`src/sp_pkg.sv`:
```
// shared constants, encodings and carriers of the serial port status block
package sp_pkg;
  localparam int ADDR_W = 3;
  localparam int DATA_W = 16;
  localparam int CHAR_W = 8;

  // register offsets, one 16-bit word each
  localparam logic [ADDR_W-1:0] OFS_CTRL = 3'h0;
  localparam logic [ADDR_W-1:0] OFS_FLAGS = 3'h1;
  localparam logic [ADDR_W-1:0] OFS_TXH = 3'h2;
  localparam logic [ADDR_W-1:0] OFS_TXHA = 3'h3;
  localparam logic [ADDR_W-1:0] OFS_RXH = 3'h4;

  // control register bit positions
  localparam int CB_WDS_LO = 0;
  localparam int CB_WDS_HI = 2;
  localparam int CB_RX_ON = 8;
  localparam int CB_QUIET_EN = 10;
  localparam int CB_RX_INT_EN = 11;
  localparam int CB_TX_INT_EN = 12;
  localparam int CB_PER_EN = 13;
  localparam int CB_RATE = 14;
  localparam int CB_POL = 15;

  // flags register bit positions
  localparam int SB_ALL_EMPTY = 0;
  localparam int SB_TX_EMPTY = 1;
  localparam int SB_RX_FULL = 2;
  localparam int SB_QUIET = 3;
  localparam int SB_OVERRUN = 4;
  localparam int SB_PARITY = 5;
  localparam int SB_FRAME = 6;
  localparam int SB_BIT8 = 7;

  localparam logic [DATA_W-1:0] CTRL_RST = 16'h0000;
  localparam logic [CHAR_W-1:0] FLAGS_RST = 8'h03;

  // word formats
  localparam logic [2:0] WDS_SYNC8 = 3'h0;
  localparam logic [2:0] WDS_ASYNC10 = 3'h2;
  localparam logic [2:0] WDS_EVEN11 = 3'h4;
  localparam logic [2:0] WDS_ODD11 = 3'h5;
  localparam logic [2:0] WDS_MULTI11 = 3'h6;

  localparam logic [3:0] QUIET_ONES_10 = 4'ha;
  localparam logic [3:0] QUIET_ONES_11 = 4'hb;

  // timer chain: divide by 16, then optional divide by 32
  localparam logic [3:0] TMR_PRE_LAST = 4'hf;
  localparam logic [4:0] TMR_POST_LAST = 5'h1f;

  // ticks from shift load to holding-empty: async 16x start bit plus 2,
  // sync 2x clock to the middle of the second bit
  localparam logic [4:0] TX_ASYNC_TICKS = 5'h12;
  localparam logic [4:0] TX_SYNC_TICKS = 5'h03;

  typedef struct packed {
    logic wr;
    logic rd;
    logic [ADDR_W-1:0] addr;
    logic [DATA_W-1:0] wdata;
  } sp_bus_req_s;

  typedef struct packed {
    logic ready;
    logic [CHAR_W-1:0] data;
    logic parity_bad;
    logic no_stop;
    logic bit8;
  } sp_rx_evt_s;

  typedef enum logic [1:0] {TX_EMPTY, TX_FULL, TX_SHIFTING} sp_tx_state_e;

  function automatic logic sp_has_parity(input logic [2:0] wds);
    return (wds == WDS_EVEN11) || (wds == WDS_ODD11);
  endfunction : sp_has_parity

  function automatic logic sp_is_eleven(input logic [2:0] wds);
    return sp_has_parity(wds) || (wds == WDS_MULTI11);
  endfunction : sp_is_eleven
endpackage : sp_pkg

```
`src/sp_serial_port.sv`:
```
// serial port interrupt, timer, clock polarity and status flag logic
// Behaviour
// quiet-line interrupt when enabled and flag sets
// acknowledge clears; rearm after a character
// receive request when enabled and holding full
// error flags pick the exception vector
// transmit request when enabled and holding empty
// timer request every 16 serial clocks
// extra divide by 32 unless bypassed
// timer works without any pin setup
// polarity bit inverts clock both ways
// flags register eight bits, read only
// all-empty set when both transmit registers empty
// all-empty cleared by write or sequence
// holding-empty set when empty, cleared on write
// sync mode: empty mid second bit
// external clock stopped holds the flag off
// async: empty two 16x ticks into data
// holding-full on transfer, cleared by read
// quiet flag after 10/11 ones, start clears
// overrun when full; new byte dropped
// overrun clears frame and parity flags
// parity error with transfer, does not block
// parity reads zero without parity format
// frame error blocks transfers until cleared
// status read arms clearing of seen errors
//
// Design decisions made here: the plain strobed port and the placing of the registers.
`timescale 1ns/1ps
module sp_serial_port
  import sp_pkg::*;
(
  input wire logic sys_clk, // system clock, 250 MHz
  input wire logic sys_rst, // synchronous hardware/software reset
  input wire logic port_rst, // individual or stop reset: flags and holding registers, not control
  input wire sp_bus_req_s bus_req, // register strobes, address, data
  output logic [DATA_W-1:0] bus_rdata_reg, // read data, cycle after read
  input wire sp_rx_evt_s rx_evt, // character from receive shifter
  input wire logic rx_start_det, // start bit detected pulse
  input wire logic rx_bit_tick, // one pulse per received bit time
  input wire logic rx_bit_val, // received line level at that tick
  input wire logic tx_shift_load, // shifter took the holding word
  input wire logic tx_shift_empty, // shifter holds no data
  input wire logic tx_tick, // 16x tick async, 2x tick sync
  input wire logic tx_seq_sent, // idle, preamble or break sent
  input wire logic int_clk_tick, // internal serial clock pulse
  input wire logic sclk_core_out, // clock made by the baud generator
  input wire logic sclk_pin_in, // level on the serial clock pin
  input wire logic quiet_ack, // acknowledge of quiet-line request
  input wire logic timer_ack, // acknowledge of timer request
  output logic [CHAR_W-1:0] tx_data_reg, // word for the shifter
  output logic tx_addr_flag_reg, // word came via address location
  output logic tx_data_avail_reg, // holding word awaits the shifter
  output logic [CHAR_W-1:0] rx_holding_reg, // received character
  output logic sclk_pin_out_reg, // clock driven to the pin
  output logic sclk_core_in_reg, // pin clock as seen by the core
  output logic quiet_line_int_req, // quiet-line interrupt request
  output logic rx_int_req_reg, // receive without exception
  output logic rx_exc_req_reg, // receive with exception
  output logic tx_int_req_reg, // transmit interrupt request
  output logic timer_int_req // periodic timer request
);
  logic [DATA_W-1:0] serial_control_reg;
  logic [2:0] wds;
  logic quiet_line_int_en, rx_int_en, tx_int_en;
  logic periodic_int_en, timer_rate_bypass, clk_polarity_sel;
  logic flag_rst;
  logic wr_ctrl, wr_txh, wr_txha, wr_tx, rd_flags, rd_rxh;

  assign flag_rst = sys_rst || port_rst;
  assign wds = serial_control_reg[CB_WDS_HI:CB_WDS_LO];
  assign quiet_line_int_en = serial_control_reg[CB_QUIET_EN];
  assign rx_int_en = serial_control_reg[CB_RX_INT_EN];
  assign tx_int_en = serial_control_reg[CB_TX_INT_EN];
  assign periodic_int_en = serial_control_reg[CB_PER_EN];
  assign timer_rate_bypass = serial_control_reg[CB_RATE];
  assign clk_polarity_sel = serial_control_reg[CB_POL];

  assign wr_ctrl = bus_req.wr && (bus_req.addr == OFS_CTRL);
  assign wr_txh = bus_req.wr && (bus_req.addr == OFS_TXH);
  assign wr_txha = bus_req.wr && (bus_req.addr == OFS_TXHA);
  assign wr_tx = wr_txh || wr_txha;
  assign rd_flags = bus_req.rd && (bus_req.addr == OFS_FLAGS);
  assign rd_rxh = bus_req.rd && (bus_req.addr == OFS_RXH);

  // enables and mode bits are cleared only by hardware/software reset
  always_ff @(posedge sys_clk) begin
    if (sys_rst) begin
      serial_control_reg <= CTRL_RST;
    end else if (wr_ctrl) begin
      serial_control_reg <= bus_req.wdata;
    end
  end

  // ---------------- transmit side
  sp_tx_state_e tx_state_reg;
  logic [4:0] tx_cnt_reg;
  logic tx_holding_empty, tx_all_empty;
  logic [4:0] tx_ticks;

  assign tx_ticks = (wds == WDS_SYNC8) ? TX_SYNC_TICKS : TX_ASYNC_TICKS;

  // the tick count stalls when an external clock stops, so the flag waits
  always_ff @(posedge sys_clk) begin
    if (flag_rst) begin
      tx_state_reg <= TX_EMPTY;
      tx_cnt_reg <= '0;
    end else begin
      case (tx_state_reg)
        TX_EMPTY: begin
          if (wr_tx) begin
            tx_state_reg <= TX_FULL;
          end
        end
        TX_FULL: begin
          if (tx_shift_load) begin
            tx_state_reg <= TX_SHIFTING;
            tx_cnt_reg <= '0;
          end
        end
        TX_SHIFTING: begin
          if (wr_tx) begin
            tx_state_reg <= TX_FULL;
          end else if (tx_tick) begin
            if (tx_cnt_reg == tx_ticks - 5'h01) begin
              tx_state_reg <= TX_EMPTY;
            end
            tx_cnt_reg <= tx_cnt_reg + 5'h01;
          end
        end
        default: begin
          tx_state_reg <= TX_EMPTY;
        end
      endcase
    end
  end

  assign tx_holding_empty = (tx_state_reg == TX_EMPTY);

  always_ff @(posedge sys_clk) begin
    if (flag_rst) begin
      tx_all_empty <= 1'b1;
    end else if (wr_tx || tx_seq_sent) begin
      tx_all_empty <= 1'b0;
    end else if (tx_holding_empty && tx_shift_empty) begin
      tx_all_empty <= 1'b1;
    end
  end

  always_ff @(posedge sys_clk) begin
    if (flag_rst) begin
      tx_data_reg <= '0;
      tx_addr_flag_reg <= 1'b0;
    end else if (wr_tx) begin
      tx_data_reg <= bus_req.wdata[CHAR_W-1:0];
      tx_addr_flag_reg <= wr_txha;
    end
  end

  always_ff @(posedge sys_clk) begin
    if (flag_rst) begin
      tx_data_avail_reg <= 1'b0;
    end else if (wr_tx) begin
      tx_data_avail_reg <= 1'b1;
    end else if (tx_shift_load) begin
      tx_data_avail_reg <= 1'b0;
    end
  end

  // ---------------- receive side
  logic rx_holding_full, quiet_flag, overrun_flag;
  logic parity_err_flag, frame_err_flag, bit8_flag;
  logic [2:0] err_seen_reg;
  logic status_read_reg;
  logic rx_take, rx_over, err_clear;
  logic [3:0] ones_reg;
  logic [3:0] ones_need;

  // a frame error holds the holding register until software clears it
  assign rx_take = rx_evt.ready && serial_control_reg[CB_RX_ON] &&
                   !rx_holding_full && !frame_err_flag;
  assign rx_over = rx_evt.ready && serial_control_reg[CB_RX_ON] &&
                   rx_holding_full;
  assign err_clear = rd_rxh && status_read_reg;

  always_ff @(posedge sys_clk) begin
    if (flag_rst) begin
      rx_holding_reg <= '0;
      bit8_flag <= 1'b0;
    end else if (rx_take) begin
      rx_holding_reg <= rx_evt.data;
      bit8_flag <= rx_evt.bit8;
    end
  end

  always_ff @(posedge sys_clk) begin
    if (flag_rst) begin
      rx_holding_full <= 1'b0;
    end else if (rx_take) begin
      rx_holding_full <= 1'b1;
    end else if (rd_rxh) begin
      rx_holding_full <= 1'b0;
    end
  end

  // only errors already shown by a status read are cleared by the next
  // holding read; later ones survive it
  always_ff @(posedge sys_clk) begin
    if (flag_rst || rd_rxh) begin
      status_read_reg <= 1'b0;
      err_seen_reg <= '0;
    end else if (rd_flags) begin
      status_read_reg <= 1'b1;
      err_seen_reg <= {frame_err_flag, parity_err_flag, overrun_flag};
    end
  end

  always_ff @(posedge sys_clk) begin
    if (flag_rst) begin
      overrun_flag <= 1'b0;
    end else if (rx_over) begin
      overrun_flag <= 1'b1;
    end else if (err_clear && err_seen_reg[0]) begin
      overrun_flag <= 1'b0;
    end
  end

  always_ff @(posedge sys_clk) begin
    if (flag_rst || rx_over) begin
      parity_err_flag <= 1'b0;
    end else if (rx_take && rx_evt.parity_bad && sp_has_parity(wds)) begin
      parity_err_flag <= 1'b1;
    end else if (err_clear && err_seen_reg[1]) begin
      parity_err_flag <= 1'b0;
    end
  end

  always_ff @(posedge sys_clk) begin
    if (flag_rst || rx_over) begin
      frame_err_flag <= 1'b0;
    end else if (rx_take && rx_evt.no_stop && (wds != WDS_SYNC8)) begin
      frame_err_flag <= 1'b1;
    end else if (err_clear && err_seen_reg[2]) begin
      frame_err_flag <= 1'b0;
    end
  end

  assign ones_need = sp_is_eleven(wds) ? QUIET_ONES_11 : QUIET_ONES_10;

  // counter saturates so a long idle does not wrap back to busy
  always_ff @(posedge sys_clk) begin
    if (flag_rst || rx_start_det) begin
      ones_reg <= '0;
    end else if (rx_bit_tick) begin
      if (!rx_bit_val) begin
        ones_reg <= '0;
      end else if (ones_reg != ones_need) begin
        ones_reg <= ones_reg + 4'h1;
      end
    end
  end

  always_ff @(posedge sys_clk) begin
    if (flag_rst || rx_start_det) begin
      quiet_flag <= 1'b0;
    end else if (rx_bit_tick && rx_bit_val &&
                 (ones_reg == ones_need - 4'h1)) begin
      quiet_flag <= 1'b1;
    end
  end

  // ---------------- interrupt requests
  logic quiet_prev_reg, quiet_armed_reg, quiet_rise;

  assign quiet_rise = quiet_flag && !quiet_prev_reg;

  always_ff @(posedge sys_clk) begin
    if (flag_rst) begin
      quiet_prev_reg <= 1'b0;
    end else begin
      quiet_prev_reg <= quiet_flag;
    end
  end

  // one request per quiet period: rearmed only by a received character
  always_ff @(posedge sys_clk) begin
    if (flag_rst) begin
      quiet_armed_reg <= 1'b1;
    end else if (rx_evt.ready) begin
      quiet_armed_reg <= 1'b1;
    end else if (quiet_rise && quiet_line_int_en) begin
      quiet_armed_reg <= 1'b0;
    end
  end

  always_ff @(posedge sys_clk) begin
    if (flag_rst || !quiet_line_int_en) begin
      quiet_line_int_req <= 1'b0;
    end else if (quiet_rise && quiet_armed_reg) begin
      quiet_line_int_req <= 1'b1;
    end else if (quiet_ack) begin
      quiet_line_int_req <= 1'b0;
    end
  end

  logic any_err;
  assign any_err = parity_err_flag || frame_err_flag || overrun_flag;

  always_ff @(posedge sys_clk) begin
    if (sys_rst) begin
      rx_int_req_reg <= 1'b0;
      rx_exc_req_reg <= 1'b0;
    end else begin
      rx_int_req_reg <= rx_int_en && rx_holding_full && !any_err;
      rx_exc_req_reg <= rx_int_en && rx_holding_full && any_err;
    end
  end

  always_ff @(posedge sys_clk) begin
    if (sys_rst) begin
      tx_int_req_reg <= 1'b0;
    end else begin
      tx_int_req_reg <= tx_int_en && tx_holding_empty;
    end
  end

  sp_timer u_timer (
    .sys_clk(sys_clk),
    .sys_rst(sys_rst),
    .periodic_int_en(periodic_int_en),
    .timer_rate_bypass(timer_rate_bypass),
    .int_clk_tick(int_clk_tick),
    .ack(timer_ack),
    .req_reg(timer_int_req)
  );

  // ---------------- clock polarity, both directions
  always_ff @(posedge sys_clk) begin
    if (sys_rst) begin
      sclk_pin_out_reg <= 1'b0;
      sclk_core_in_reg <= 1'b0;
    end else begin
      sclk_pin_out_reg <= sclk_core_out ^ clk_polarity_sel;
      sclk_core_in_reg <= sclk_pin_in ^ clk_polarity_sel;
    end
  end

  // ---------------- read port
  logic [CHAR_W-1:0] flags_view;
  assign flags_view = {bit8_flag, frame_err_flag, parity_err_flag,
                       overrun_flag, quiet_flag, rx_holding_full,
                       tx_holding_empty, tx_all_empty};

  // flags sit in the low byte, upper bits zero; writes there are ignored
  always_ff @(posedge sys_clk) begin
    if (sys_rst || !bus_req.rd) begin
      bus_rdata_reg <= '0;
    end else begin
      case (bus_req.addr)
        OFS_CTRL: bus_rdata_reg <= serial_control_reg;
        OFS_FLAGS: bus_rdata_reg <= {8'h00, flags_view};
        OFS_TXH: bus_rdata_reg <= {8'h00, tx_data_reg};
        OFS_TXHA: bus_rdata_reg <= {8'h00, tx_data_reg};
        OFS_RXH: bus_rdata_reg <= {8'h00, rx_holding_reg};
        default: bus_rdata_reg <= '0;
      endcase
    end
  end
endmodule : sp_serial_port

```
`src/sp_timer.sv`:
```
// periodic timer interrupt generator fed by the internal serial clock
`timescale 1ns/1ps
module sp_timer
  import sp_pkg::*;
(
  input wire logic sys_clk, // system clock
  input wire logic sys_rst, // synchronous reset
  input wire logic periodic_int_en, // timer interrupt enable
  input wire logic timer_rate_bypass, // skip the divide by 32
  input wire logic int_clk_tick, // one pulse per internal serial clock
  input wire logic ack, // acknowledge from interrupt controller
  output logic req_reg // timer interrupt request
);
  logic [3:0] pre_reg;
  logic [4:0] post_reg;
  logic pre_wrap;
  logic fire;

  // counters run regardless of pin configuration
  assign pre_wrap = int_clk_tick && (pre_reg == TMR_PRE_LAST);
  assign fire = pre_wrap && (timer_rate_bypass ||
                (post_reg == TMR_POST_LAST));

  always_ff @(posedge sys_clk) begin
    if (sys_rst) begin
      pre_reg <= '0;
    end else if (int_clk_tick) begin
      pre_reg <= pre_reg + 4'h1;
    end
  end

  always_ff @(posedge sys_clk) begin
    if (sys_rst || timer_rate_bypass) begin
      post_reg <= '0;
    end else if (pre_wrap) begin
      post_reg <= post_reg + 5'h01;
    end
  end

  // a new period wins over an acknowledge in the same cycle
  always_ff @(posedge sys_clk) begin
    if (sys_rst || !periodic_int_en) begin
      req_reg <= 1'b0;
    end else if (fire) begin
      req_reg <= 1'b1;
    end else if (ack) begin
      req_reg <= 1'b0;
    end
  end
endmodule : sp_timer

```
`config.mk`:
```
export PLATFORM = sky130hd
export DESIGN_NAME = sp_serial_port
export DESIGN_NICKNAME = d
export VERILOG_FILES = /design/src/sp_pkg.sv /design/src/sp_serial_port.sv /design/src/sp_timer.sv
export SDC_FILE = /design/constraint.sdc
export NUM_CORES = 1
export LEC_CHECK = 0
export ABC_AREA = 1
export BUFFER_PORTS_ARGS = -buffer_cell sky130_fd_sc_hd__buf_4
export CORE_ASPECT_RATIO = 0.9
export CORE_MARGIN = 3
export CORE_UTILIZATION = 55
export DETAILED_ROUTE_END_ITERATION = 16
export PLACE_DENSITY = 0.81
export SYNTH_ARGS = -nofsm -noshare
export SYNTH_HDL_FRONTEND = slang
export SYNTH_SLANG_ARGS = --single-unit
```
`constraint.sdc`:
```
create_clock -name sys_clk -period 2.3 [get_ports sys_clk]
set_clock_uncertainty 0.05 [all_clocks]
set_input_delay 0.69 -clock sys_clk [delete_from_list [all_inputs] [get_ports sys_clk]]
set_output_delay 0.69 -clock sys_clk [all_outputs]
set_load 0.01 [all_outputs]
```
# Yosys cells after proc, flatten, opt, wreduce, memory -nomap -nowiden

Cells that the tools add are included.

Register bits after elaboration: 90
Input bits: 48
Output and inout port bits: 41
Word-level logic and storage cells: 158

Add/sub/neg operators: 6
Eq/ne operators: 21
Multiplexer cells: 31
Bitwise logic cells: 2
Reductions and logical operators: 69

Operators by type and width:

| operator            | number |
|---|---|
| $pmux 16 s4         | 1 |
| $logic_and 1x1->1   | 29 |
| $mux 5              | 4 |
| $reduce_bool 2->1   | 9 |
| $mux 1              | 17 |
| $logic_or 1x1->1    | 15 |
| $eq 3x3->1 const B  | 4 |
| $add 5x1->5 const B | 2 |
| $mux 2              | 5 |
| $pmux 5 s2          | 1 |
| $add 4x1->4 const B | 2 |
| $mux 4              | 2 |
| $ne 2x2->1 const B  | 4 |
| $reduce_and 4->1    | 2 |
| $logic_not 1->1     | 7 |
| $eq 3x2->1 const B  | 2 |
| $logic_not 3->1     | 2 |
| $ne 3x3->1 const B  | 2 |
| $pmux 2 s3          | 1 |
| $eq 5x5->1          | 1 |
| $eq 5x5->1 const B  | 1 |
| $sub 5x1->5 const B | 1 |
| $eq 4x4->1          | 1 |
| $eq 4x4->1 const B  | 1 |
| 11 further kinds    | 13 |

# Depth between registers and ports, before layout

Gate-level depths: netlist of run 1.

Depth after elaboration: 8
Gate-level depth with buffers: 11
Mapped depth without buffers: 11

# By module

Synthesis of run 1 repeated with hierarchy kept, for this count alone.

Cells, all modules: 465
Area total of the unflattened synthesis: 3669.8 um2

Modules (own cells, without submodules):

| module         | times used | cells each | area an instance (um2) | sequential area each (um2) |
|---|---|---|---|---|
| sp_serial_port | 1          | 404        | 3198.1                 | 1601.5 |
| sp_timer       | 1          | 61         | 471.7                  | 200.2 |

# Worst setup path before layout of run 1

OpenSTA, ideal clock, no wires.

Path kind: in2reg
Start point: in sys_rst
End point: reg serial_control_reg[10]
Arrival: 1.475 ns
Slack: 0.705 ns
Cell stages on the path: 6
Buffers on the path: 3
Cell sequence: buf_2 inv_1 buf_2 buf_1 o21ai_0 a21oi_1

RTL lines:

| what                   | line                 | text |
|---|---|---|
| start: declaration     | sp_serial_port.sv:34 | `input wire logic sys_rst,` |
| end signal: assignment | sp_serial_port.sv:91 | `serial_control_reg <= bus_req.wdata;` |
| end: declaration       | sp_serial_port.sv:63 | `logic [DATA_W-1:0] serial_control_reg;` |

# Final worst setup path of run 1

Start point: in bus_req[18] (netlist bit)
End point: reg tx_cnt_reg[3]

Cells in the longest elaborated chain, start to end: 5
Elaborated cells between the ends (all ways): 7
Classes of those cells: 3 x eq/ne; 4 x reduce/logical

RTL lines:

| what                                        | line                                       | text |
|---|---|---|
| start: declaration                          | sp_serial_port.sv:36                       | `input wire sp_bus_req_s bus_req,` |
| $eq 3x2->1, on equally long branches        | sp_serial_port.sv:80, sp_serial_port.sv:81 |  |
| $logic_and 1x1->1, on equally long branches | sp_serial_port.sv:80, sp_serial_port.sv:81 |  |
| $logic_or 1x1->1 (*)                        | sp_serial_port.sv:82                       | `assign wr_tx = wr_txh \|\| wr_txha;` |
| $ne 2x2->1 (no line) (*)                    | -                                          |  |
| $reduce_and 4->1 (no line) (*)              | -                                          |  |
| end signal: assignment                      | sp_serial_port.sv:128                      | `tx_cnt_reg <= tx_cnt_reg + 5'h01;` |
| end: declaration                            | sp_serial_port.sv:97                       | `logic [4:0] tx_cnt_reg;` |

Mark *: on every way between the ends. The rest lies on a longest branch, timed or not.
A chain may end at the register's enable or synchronous reset.

==> results.json, run 1 <==
{
  "cp_slowest_cell": "nand2_2",
  "grt_start_max_net_pins": 33,
  "main_flop_type_after_synthesis": "dfxtp_1",
  "htreeDepth": 3,
  "p_seq_frac": 0.528,
  "cp-end-kind": "flip-flop",
  "post_cts_setup_buffer_count": 0,
  "r2r_start": "serial_control_reg[8]",
  "hold_viol_final": 0,
  "yosysUniqueCellTypes": 31,
  "most_common_library_cell_in_the_layout_ignoring_fill_and_taps": "buf_4",
  "crit_chain": "buf_4, inv_2, nand3_1, nand2_1, nand2_2, nand2_1, nand2_2, nand2_4, inv_2, nand2_1, a21oi_1",
  "floorplan.initialDensity": 0.5770,
  "grt_first_pass_wirelength_mm": 14.67,
  "dpl-instance-area_sq_um": 4343,
  "clock_insertion_delay_worst_skew_ns": 0.35,
  "worst-slew-pin-transition_ns": 0.6371,
  "hold_buffers": 0,
  "numCtsBuffers": 9,
  "dr_total_vias": 3398,
  "die_x_microns": 91.35,
  "clock_root_buffer": "clkbuf_8",
  "fin_area_sq_um": 4571,
  "timing.critical_path.fanout_max": 22,
  "synth_simple_gate_area_share": 0.1922,
  "rr_endpoint": "rx_holding_reg[4]",
  "yosysWarningCount": 0,
  "first_global_vias": 3261,
  "slew_headroom": 0.5743,
  "core_area_sq_um": 6250,
  "synth-adder-area-share": 0.01735,
  "netlist_area_sq_um": 3606,
  "route.detailed.wl_per_inst_microns": 13.62,
  "ir_drop_uv": 383.7,
  "timing.final.setup_violations": 0,
  "r2r.worst_path.cells": 5,
  "p_sw_frac": 0.2280,
  "critPathLaunch": "bus_req[18]",
  "synthesized_area_fraction_occupied_by_ao_oa_aoi_and_oai_cells": 0.1874,
  "number_of_violations_reported_at_the_end_of_detailed_routing_iteration_0": 198,
  "track_usage": 0.2345,
  "worst_ep_required_time_ns": 2.50,
  "post-dp-hpwl_mm": 6.541,
  "synth_enable_flop_cells": 0,
  "final_nets": 609,
  "worstHoldEndpoint": "u_timer.post_reg[3]",
  "numClockSinks": 90,
  "max_freq_mhz": 589.0,
  "fin_tns_setup_ns": 0,
  "average_footprint_of_a_synthesized_cell_sq_um": 7.722,
  "cts-resized-gates": 0,
  "power-per-cell-area_nw_per_um2": 662.4,
  "async_flop_share": 0,
  "place.port_buffers": 88,
  "synthXorXnorAreaFrac": 0.01214,
  "die_h_microns": 82.82,
  "crit_arrival_ns": 1.90,
  "io_pins": 89,
  "finalMaxSlewViolations": 0,
  "mostFrequentLayoutCells": "92 x buf_4, 90 x dfxtp_1, 68 x inv_1, 55 x nand2_1, 53 x a21oi_1",
  "share_comb_of_total_power": 0.079,
  "p_leak_uw": 0.001871,
  "hp-start": "u_timer.post_reg[3]",
  "vias_per_cell": 5.244,
  "drt_wl_total_mm": 8.823,
  "synth-seq-area-share": 0.4997,
  "drt_pre_antenna_iters": 5,
  "cts_tree": "built",
  "placementRows": 27,
  "diode_count": 0,
  "layout-drive-gt1-share": 0.2157,
  "clk_path_buf_depth": 2,
  "layout_min_cycle_time_ns": 1.698,
  "antenna_found_initial": 0,
  "postSynthRegisterBits": 90,
  "path_common_cell": "nand2_1",
  "grt-ovfl-total": 0,
  "netSwitchingPower_uw": 690.3,
  "worstSetupPathType": "primary input to flip-flop",
  "synthesis.nets": 520,
  "unrepaired_setup_endpoints_after_global_routing": "no",
  "cts.clk_slew.worst_paths_ns": 0.09,
  "ant_nets": 0,
  "floorplan.die_area_sq_um": 7565,
  "slowest_delay_ns": 0.25,
  "min_path_type": "flip-flop to flip-flop",
  "detail_route.drc_violations": 0,
  "power.share.clock": 0.393,
  "period_share": 0.7382,
  "run_status": "completed",
  "worst_setup_path_start_kind": "primary input",
  "gp_congestion": 0.9013,
  "cap_violations": 0,
  "muxShareOfSynthArea": 0,
  "power.internal_uw": 2337,
  "worst-r2r-setup-slack_ns": 0.68,
  "syn_to_final_growth_pct": 26.75,
  "whs_path_depth": 1,
  "synth_top_family_by_area": "simple AND/OR/NAND/NOR gates",
  "postSynthCellCount": 467
}
==> how the worst max path moves through the flow <==
| stage | end | slack (ns) | cells past startpoint |
|---|---|---|---|
| 5_1_grt | tx_cnt_reg[3] | 0.48 | 11 |
| 3_3_place_gp | tx_cnt_reg[1] | 0.33 | 12 |
| 4_1_cts | tx_cnt_reg[1] | 0.64 | 12 |
| 2_1_floorplan | serial_control_reg[10] | 0.70 | 6 |
| 3_5_place_dp | rx_holding_reg[4] | 0.28 | 6 |
| 6_report | tx_cnt_reg[3] | 0.60 | 11 |
==> final cells by class <==
class                   count  area (sq um)
flip-flops and latches     90          1802
fillers                   475          1679
multi-input cells         292          1475
repair buffers             92         690.7
inverters                  71         266.5
clock buffers              11         141.4
well taps                  87         108.9
clock inverters             5         86.33
==> metrics by stage <==
step                power (uW)    util  instances  setup WS (ns)  hold slack [ns]
finish                    3028  0.7313        648         0.6022           0.4029
floorplan                 1752       -        467         0.7048           0.3717
global placement          1865  0.6949        632         0.3276           0.3820
global route              3146  0.7313        648         0.4794           0.4348
detailed placement        1871  0.6949        632         0.2776           0.3951
CTS                       3039  0.7313        648         0.6358           0.4070
==> kinds of logic after synthesis <==
kind of cell,count (synthesis)
buffers and inverters,85
DFF,90
xor gates and xnor gates,5
and+or+nand+nor,156
adders and majority gates,5
AOI/OAI and AO/OA,126
==> critical path: cells and delay by family <==
family | cells | cell delay (ns)
compound gates | 1 | 0.06
simple gates | 7 | 0.87
buf+inv | 3 | 0.28
==> synth_stat cells, types with 5 or more instances <==
cell	count	area share
nor3_1	12	0.017
o22ai_1	14	0.024
nor2_1	47	0.049
a21oi_1	53	0.074
o21ai_0	46	0.064
nand4_1	9	0.016
inv_1	68	0.071
clkbuf_1	5	0.0052
nand2_1	55	0.057
nand3_1	19	0.026
ha_1	5	0.017
buf_2	8	0.011
dfxtp_1	90	0.50
nand2_2	5	0.0087
a211oi_1	6	0.012
==> layer usage <==
layer	wire length, microns	global-route usage	vias up
li1	-	-	1719
met4	119	0.05479	0
met1	3723	0.2879	1532
met3	665	0.06703	12
met2	4314	0.4064	135
met5	0	0	-
==> power by group through the flow <==
stage	sequential (uW)	clock, uW	combinational (uW)
CTS	1600	1200	237
global placement	1630	0	230
floorplan	1640	0	115
global route	1600	1280	266
detailed placement	1640	0	236
finish	1600	1190	239
(Power assumes the default switching activity.)
==> inputs of run 2 (changes only) <==
Settings changed: ABC_AREA 1 to 0, CORE_UTILIZATION 55 to 48, PLACE_DENSITY 0.81 to 0.74.
Clock period 2.3 ns to 1.4 ns, I/O delays scaled along.
==> run 2 against run 1 <==
Effect of this change: the run now ends with negative setup slack left; non-clock buffer count increased by 36; global-route usage is 1.2 points lower; combinational power is 82% higher; routed wire length increased by 9.0%; sequential cell count did not move; sequential power is 64% higher; utilization down 4.1 points; sequential share of layout area decreased by 3.3 points.
==> results.json, run 2 <==
{
  "grt_first_pass_wirelength_mm": 15.95,
  "detail_route.drc_violations": 0,
  "worst_ep_required_time_ns": 1.61,
  "violated_checks": "negative setup slack",
  "mostFrequentLayoutCells": "126 x buf_4, 90 x nand2_1, 78 x dfxtp_1, 44 x a21oi_1, 31 x nor2_1",
  "async_flop_share": 0,
  "die_h_microns": 89.77,
  "multi_input_comb_area_sq_um": 1886,
  "grt_start_max_net_pins": 17,
  "first_global_vias": 3257,
  "unrepaired_setup_endpoints_after_global_routing": "yes",
  "route.detailed.wl_per_inst_microns": 15.10,
  "p_leak_uw": 0.002001,
  "placementRows": 29,
  "slew_headroom": 0.7159,
  "synth_enable_flop_cells": 0,
  "synth_top_cells_by_count": "90 x dfxtp_1, 90 x nand2_1, 44 x a21oi_1",
  "numCtsBuffers": 9,
  "synth-seq-area-share": 0.4814,
  "diode_count": 0,
  "ir_drop_uv": 673.1,
  "synthesis.nets": 477,
  "synth_largest_area_cell": "dfxtp_1",
  "main_flop_type_after_synthesis": "dfxtp_1",
  "postSynthRegisterBits": 90,
  "clock_insertion_delay_worst_skew_ns": 0.36,
  "fin_cells": 637,
  "number_of_violations_reported_at_the_end_of_detailed_routing_iteration_0": 135,
  "cap_violations": 0,
  "layout_min_cycle_time_ns": 1.493,
  "finalMaxSlewViolations": 0,
  "r2r.worst_path.cells": 6,
  "ant_nets": 0,
  "worst_setup_path_start_kind": "flip-flop",
  "p_sw_frac": 0.2365,
  "slowest_delay_ns": 0.34,
  "timing.critical_path.fanout_max": 2,
  "ff_latch_area_sq_um": 1817,
  "path_common_cell": "ha_4",
  "run_status": "finished with violations",
  "globalRouteMet3Util": 0.06966,
  "min_path_type": "primary input to flip-flop",
  "clock_root_buffer": "clkbuf_8",
  "gp_congestion": 0.9449,
  "crit_arrival_ns": 1.70,
  "antenna_found_initial": 0,
  "floorplan.die_area_sq_um": 8893,
  "postSynthCellCount": 424,
  "hold_buffers": 0,
  "worst-slew-pin-transition_ns": 0.4262,
  "floorplan.initialDensity": 0.5131,
  "grt.met1_usage": 0.2827,
  "core_area_sq_um": 7293,
  "drt_pre_antenna_iters": 4,
  "die_x_microns": 99.08,
  "grt-busiest-layer": "met2",
  "hold_viol_final": 0,
  "average_footprint_of_a_synthesized_cell_sq_um": 8.826,
  "cts.clk_slew.worst_paths_ns": 0.09,
  "drt_wl_total_mm": 9.619,
  "netlist_area_sq_um": 3742,
  "timing.final.setup_violations": 1,
  "numPlacedInstances": 619,
  "netSwitchingPower_uw": 1185,
  "power.share.clock": 0.391,
  "most_common_library_cell_in_the_layout_ignoring_fill_and_taps": "buf_4",
  "place.port_buffers": 88,
  "io_pins": 89,
  "vias_per_cell": 5.245,
  "dp_worst_setup_slack_ns": -0.2153,
  "cts_tree": "built",
  "max_freq_mhz": 670.0,
  "syn_to_final_growth_pct": 34.57,
  "period_share": 1.066,
  "clk_path_buf_depth": 2,
  "power-per-cell-area_nw_per_um2": 995.2,
  "numClockSinks": 90,
  "cp-end-kind": "flip-flop",
  "p_seq_frac": 0.522,
  "post-dp-hpwl_mm": 7.202,
  "layout-drive-gt1-share": 0.3272,
  "worstSetupPathType": "flip-flop to flip-flop",
  "final_nets": 592,
  "grt-ovfl-total": 0,
  "dr_total_vias": 3341,
  "power.internal_uw": 3826,
  "yosysWarningCount": 0,
  "htreeDepth": 3,
  "yosysTopAreaCellShare": 0.4814,
  "share_comb_of_total_power": 0.087,
  "crit_chain": "ha_4, and3_4, ha_4, or2_4, a22o_1, and3b_1",
  "fillerInstances": 629,
  "dominant_cells_by_area_after_synthesis": "dfxtp_1 48%, nand2_1 9.0%, a21oi_1 5.9%, mux2i_1 4.0%, nor2_1 3.2%",
  "cp_slowest_cell": "dfxtp_2",
  "whs_path_depth": 2,
  "post-route-worst-setup-slack_ns": -0.09250,
  "track_usage": 0.2224,
  "global_route_met2_usage": 0.3619,
  "yosysUniqueCellTypes": 51
}
-- run 2: cell types whose count changed after synthesis, sizes merged, moves of 6 or more --
| cell | previous run | this run |
|---|---|---|
| o22ai | 14 | 1 |
| buf | 9 | 15 |
| and2 | 0 | 9 |
| nand3 | 19 | 6 |
| nor2 | 51 | 32 |
| a21oi | 53 | 44 |
| nand2 | 61 | 90 |
| a211oi | 6 | 15 |
| mux2i | 0 | 15 |
| o21ai | 48 | 3 |
| inv | 71 | 4 |
| nand2b | 0 | 12 |
| nand3b | 0 | 7 |
-- run 2: critical path, delay by kind of cell (launching register included) --
family / cells / cell delay (ns)
AO/OA/AOI/OAI: 1 / 0.17
adder cells (fa/ha/maj): 2 / 0.30
flip-flops: 1 / 0.34
AND/OR/NAND/NOR: 3 / 0.52
-- run 2: worst paths after layout --
check                        startpoint                    end  slack, ns
setup / recovery    u_timer.post_reg[1]        u_timer.req_reg      -0.09
hold reg to reg   serial_control_reg[3]  serial_control_reg[3]       0.41
setup reg to reg    u_timer.post_reg[1]        u_timer.req_reg      -0.09
hold / removal              tx_seq_sent           tx_all_empty       0.20
-- run 2: cell families after synthesis --
family          after synthesis  synth area share
buf+inv                      28           0.03544
simple gates                198            0.2745
compound gates               75            0.1207
xor+xnor                     12           0.02808
fa+ha+maj                     5           0.01672
flops                        90            0.4814
mux                          16           0.04313
-- run 2: metrics by stage --
stage / TNS [ns] / hold slack [ns] / cell area (sq um) / util / power (uW)
after global placement: -6.560 / 0.3948 / 4753 / 0.6517 / 3100
after CTS: -0.09176 / 0.1853 / 4994 / 0.6847 / 5025
final: -0.09250 / 0.1996 / 5036 / 0.6905 / 5012
after floorplan: -0.8146 / 0.3802 / 3794 / - / 2861
after detailed placement: -7.605 / 0.3995 / 4753 / 0.6517 / 3109
after global routing: -0.1347 / 0.1760 / 5036 / 0.6905 / 5198
-- run 2: routing by layer --
metal,wire [microns],up-vias
met5,0,-
li1,-,1680
met3,644,13
met4,168,0
met2,4498,99
met1,4307,1549
-- run 2: timing repair --
item | 4_1_cts | 5_1_grt
buffers inserted | 0 | 2
pin swaps | 1 | 1
gates cloned | 0 | 0
setup endpoints to repair | 4 | 13
gates resized for setup | 5 | 12
-- run 2: area by class of cell --
cell class              instances  share of cell area
multi-input cells             306              0.3744
flip-flops and latches         90              0.3607
clock inverters                 7             0.01839
repair buffers                128              0.1958
clock buffers                   9             0.02460
inverters                       4            0.002981
well taps                      93             0.02311
-- run 2: power groups by stage --
stage	logic, uW	registers [uW]	clock network (uW)
4_1_cts	435	2620	1970
5_1_grt	473	2620	2100
3_3_place_gp	425	2670	0
2_1_floorplan	184	2680	0
3_5_place_dp	433	2680	0
6_report	436	2620	1960
==> inputs of run 3 (changes only) <==
Settings changed: PLACE_DENSITY 0.74 to 0.75, SYNTH_HIERARCHICAL from default to 1.
==> run 3 against run 2 <==
Effect of this change: worst hold slack got worse by 0.0035 ns; critical endpoint is now u_timer/req_reg; final cell count rose by 1.3%; the run now ends clean; global-route usage fell by 1.3 points.
==> results.json, run 3 <==
{
  "final_nets": 600,
  "average_footprint_of_a_synthesized_cell_sq_um": 8.636,
  "timing.critical_path.fanout_max": 3,
  "synth_top_cells_by_count": "96 x nand2_1, 90 x dfxtp_1, 62 x a21oi_1",
  "hold_viol_final": 0,
  "yosysWarningCount": 6,
  "drt_wl_total_mm": 9.405,
  "design_power_total_uw": 4823,
  "worst_setup_path_start_kind": "flip-flop",
  "worstSetupPathType": "flip-flop to flip-flop",
  "synthesis.nets": 484,
  "run_status": "completed",
  "drt_pre_antenna_iters": 4,
  "clock_root_buffer": "clkbuf_8",
  "ant_nets": 0,
  "dr_total_vias": 3375,
  "route.detailed.wl_per_inst_microns": 14.58,
  "synthMostInstantiatedCell": "nand2_1",
  "postSynthCellCount": 431,
  "ir_drop_uv": 540.1,
  "first_global_vias": 3168,
  "crit_arrival_ns": 1.58,
  "netlist_area_sq_um": 3722,
  "cap_violations": 0,
  "vias_per_cell": 5.233,
  "die_x_microns": 98.83,
  "layout-drive-gt1-share": 0.3080,
  "async_flop_share": 0,
  "timing.final.setup_violations": 0,
  "io_pins": 89,
  "period_share": 0.9742,
  "post_cts_setup_buffer_count": 0,
  "yosysTopAreaCellShare": 0.4840,
  "post-route-worst-setup-slack_ns": 0.03612,
  "clk_path_buf_depth": 2,
  "slew_headroom": 0.7898,
  "core_area_sq_um": 7293,
  "main_flop_type_after_synthesis": "dfxtp_1",
  "yosysUniqueCellTypes": 52,
  "syn_to_final_growth_pct": 31.76,
  "numCtsBuffers": 9,
  "mostFrequentLayoutCells": "123 x buf_4, 96 x nand2_1, 85 x dfxtp_1, 61 x a21oi_1, 30 x nor2_1",
  "number_of_violations_reported_at_the_end_of_detailed_routing_iteration_0": 125,
  "synth_largest_area_cell": "dfxtp_1",
  "worst-slew-pin-transition_ns": 0.3121,
  "floorplan.die_area_sq_um": 8849,
  "clock_insertion_delay_worst_skew_ns": 0.36,
  "diode_count": 0,
  "worst_hold_slack_ns": 0.1961,
  "most_common_library_cell_in_the_layout_ignoring_fill_and_taps": "buf_4",
  "place.port_buffers": 88,
  "die_h_microns": 89.55,
  "worst_ep_required_time_ns": 1.62,
  "numClockSinks": 90,
  "track_usage": 0.2097,
  "postSynthRegisterBits": 90,
  "fin_tns_setup_ns": 0,
  "antenna_found_initial": 0,
  "cp-end-kind": "flip-flop",
  "grt-ovfl-total": 0,
  "r2r.worst_path.cells": 6,
  "cts_tree": "built",
  "post-route-util": 0.6725,
  "post-dp-hpwl_mm": 7.201,
  "gp_congestion": 0.8739,
  "synth-seq-area-share": 0.4840,
  "dp_worst_setup_slack_ns": -0.1079,
  "fillerInstances": 601,
  "grt_first_pass_wirelength_mm": 14.86,
  "power-per-cell-area_nw_per_um2": 983.3,
  "placementRows": 29,
  "grt_start_max_net_pins": 17,
  "whs_path_depth": 2,
  "cts.clk_slew.worst_paths_ns": 0.10,
  "max_freq_mhz": 733.2,
  "synth_enable_flop_cells": 0,
  "dominant_cells_by_area_after_synthesis": "dfxtp_1 48%, nand2_1 9.7%, a21oi_1 8.3%, nor2_1 3.1%, mux2_2 2.1%",
  "layout_min_cycle_time_ns": 1.364,
  "htreeDepth": 3,
  "p_leak_uw": 0.001953,
  "detail_route.drc_violations": 0,
  "floorplan.initialDensity": 0.5104,
  "finalMaxSlewViolations": 0,
  "min_path_type": "primary input to flip-flop"
}
==> run 3: cell count changes after synthesis, moves of 4 or more <==
cell      before  now
mux2_2         1    7
a21oi_1       44   62
buf_2         10    2
a211oi_1      15    0
nand2_1       90   96
clkbuf_1       9    5
inv_1          4   11
o21ai_0        3   13
nand2b_1      12    5
mux2i_1       15    4
==> run 3: power breakdown <==
group          leakage, uW  switching [uW]  total, uW  internal, uW
combinational      0.00112             199        411           212
clock            0.0000992             950       1800           848
sequential        0.000730            25.6       2610          2590
==> run 3: metrics by stage <==
stage          cell area [sq um]  instances
2_1_floorplan               3722        431
3_3_place_gp                4643        629
3_5_place_dp                4643        629
4_1_cts                     4856        645
5_1_grt                     4905        645
6_report                    4905        645
==> run 3: timing repair <==
action                     in CTS  in global routing
gates resized for setup         6                 12
pin swaps                       1                  4
hold endpoints to repair        0                  0
gates cloned                    0                  0
hold buffers                    0                  0
setup endpoints to repair       2                  5
==> run 3: metal layers <==
layer / vias to the layer above / global-route usage / part of all wire
li1: 1700 / - / -
met4: 0 / 0.09181 / 0.026
met2: 83 / 0.3360 / 0.46
met5: - / 0 / 0
met3: 22 / 0.04212 / 0.047
met1: 1570 / 0.2771 / 0.46
==> run 3: worst paths after layout <==
| kind | endpoint | startpoint | slack (ns) |
|---|---|---|---|
| setup reg to reg | u_timer/req_reg | u_timer/post_reg[1] | 0.04 |
| hold reg to reg | serial_control_reg[5] | serial_control_reg[5] | 0.41 |
| setup / recovery | u_timer/req_reg | u_timer/post_reg[1] | 0.04 |
| hold / removal | tx_all_empty | tx_seq_sent | 0.20 |
==> run 3: kinds of logic (layout without fill, tap and decap cells) <==
group           after synthesis  after routing  synth area share
buf+inv                      30            151           0.04841
mux                          11             11           0.03193
flops                        90             90            0.4840
compound gates               93             93            0.1412
xor+xnor                     10             10           0.02353
fa+ha+maj                     5              5           0.01681
simple gates                192            192            0.2541
==> run 3: critical path, cell delays in order, from the launching register on <==
cell	delay, ns
dfxtp_4	0.37
ha_4	0.16
and3_4	0.19
ha_4	0.15
nor2_2	0.10
o22ai_1	0.08
and3b_1	0.16
==> run 3: area by class of cell <==
class                           instances  area, sq um  area share
Inverter                               11        41.29    0.008418
Clock buffer                           10        127.6     0.02602
Clock inverter                          6        71.32     0.01454
Multi-Input combinational cell        311         1794      0.3658
Tap cell                               93        116.4     0.02372
Timing Repair Buffer                  124        943.4      0.1923
Sequential cell                        90         1810      0.3691
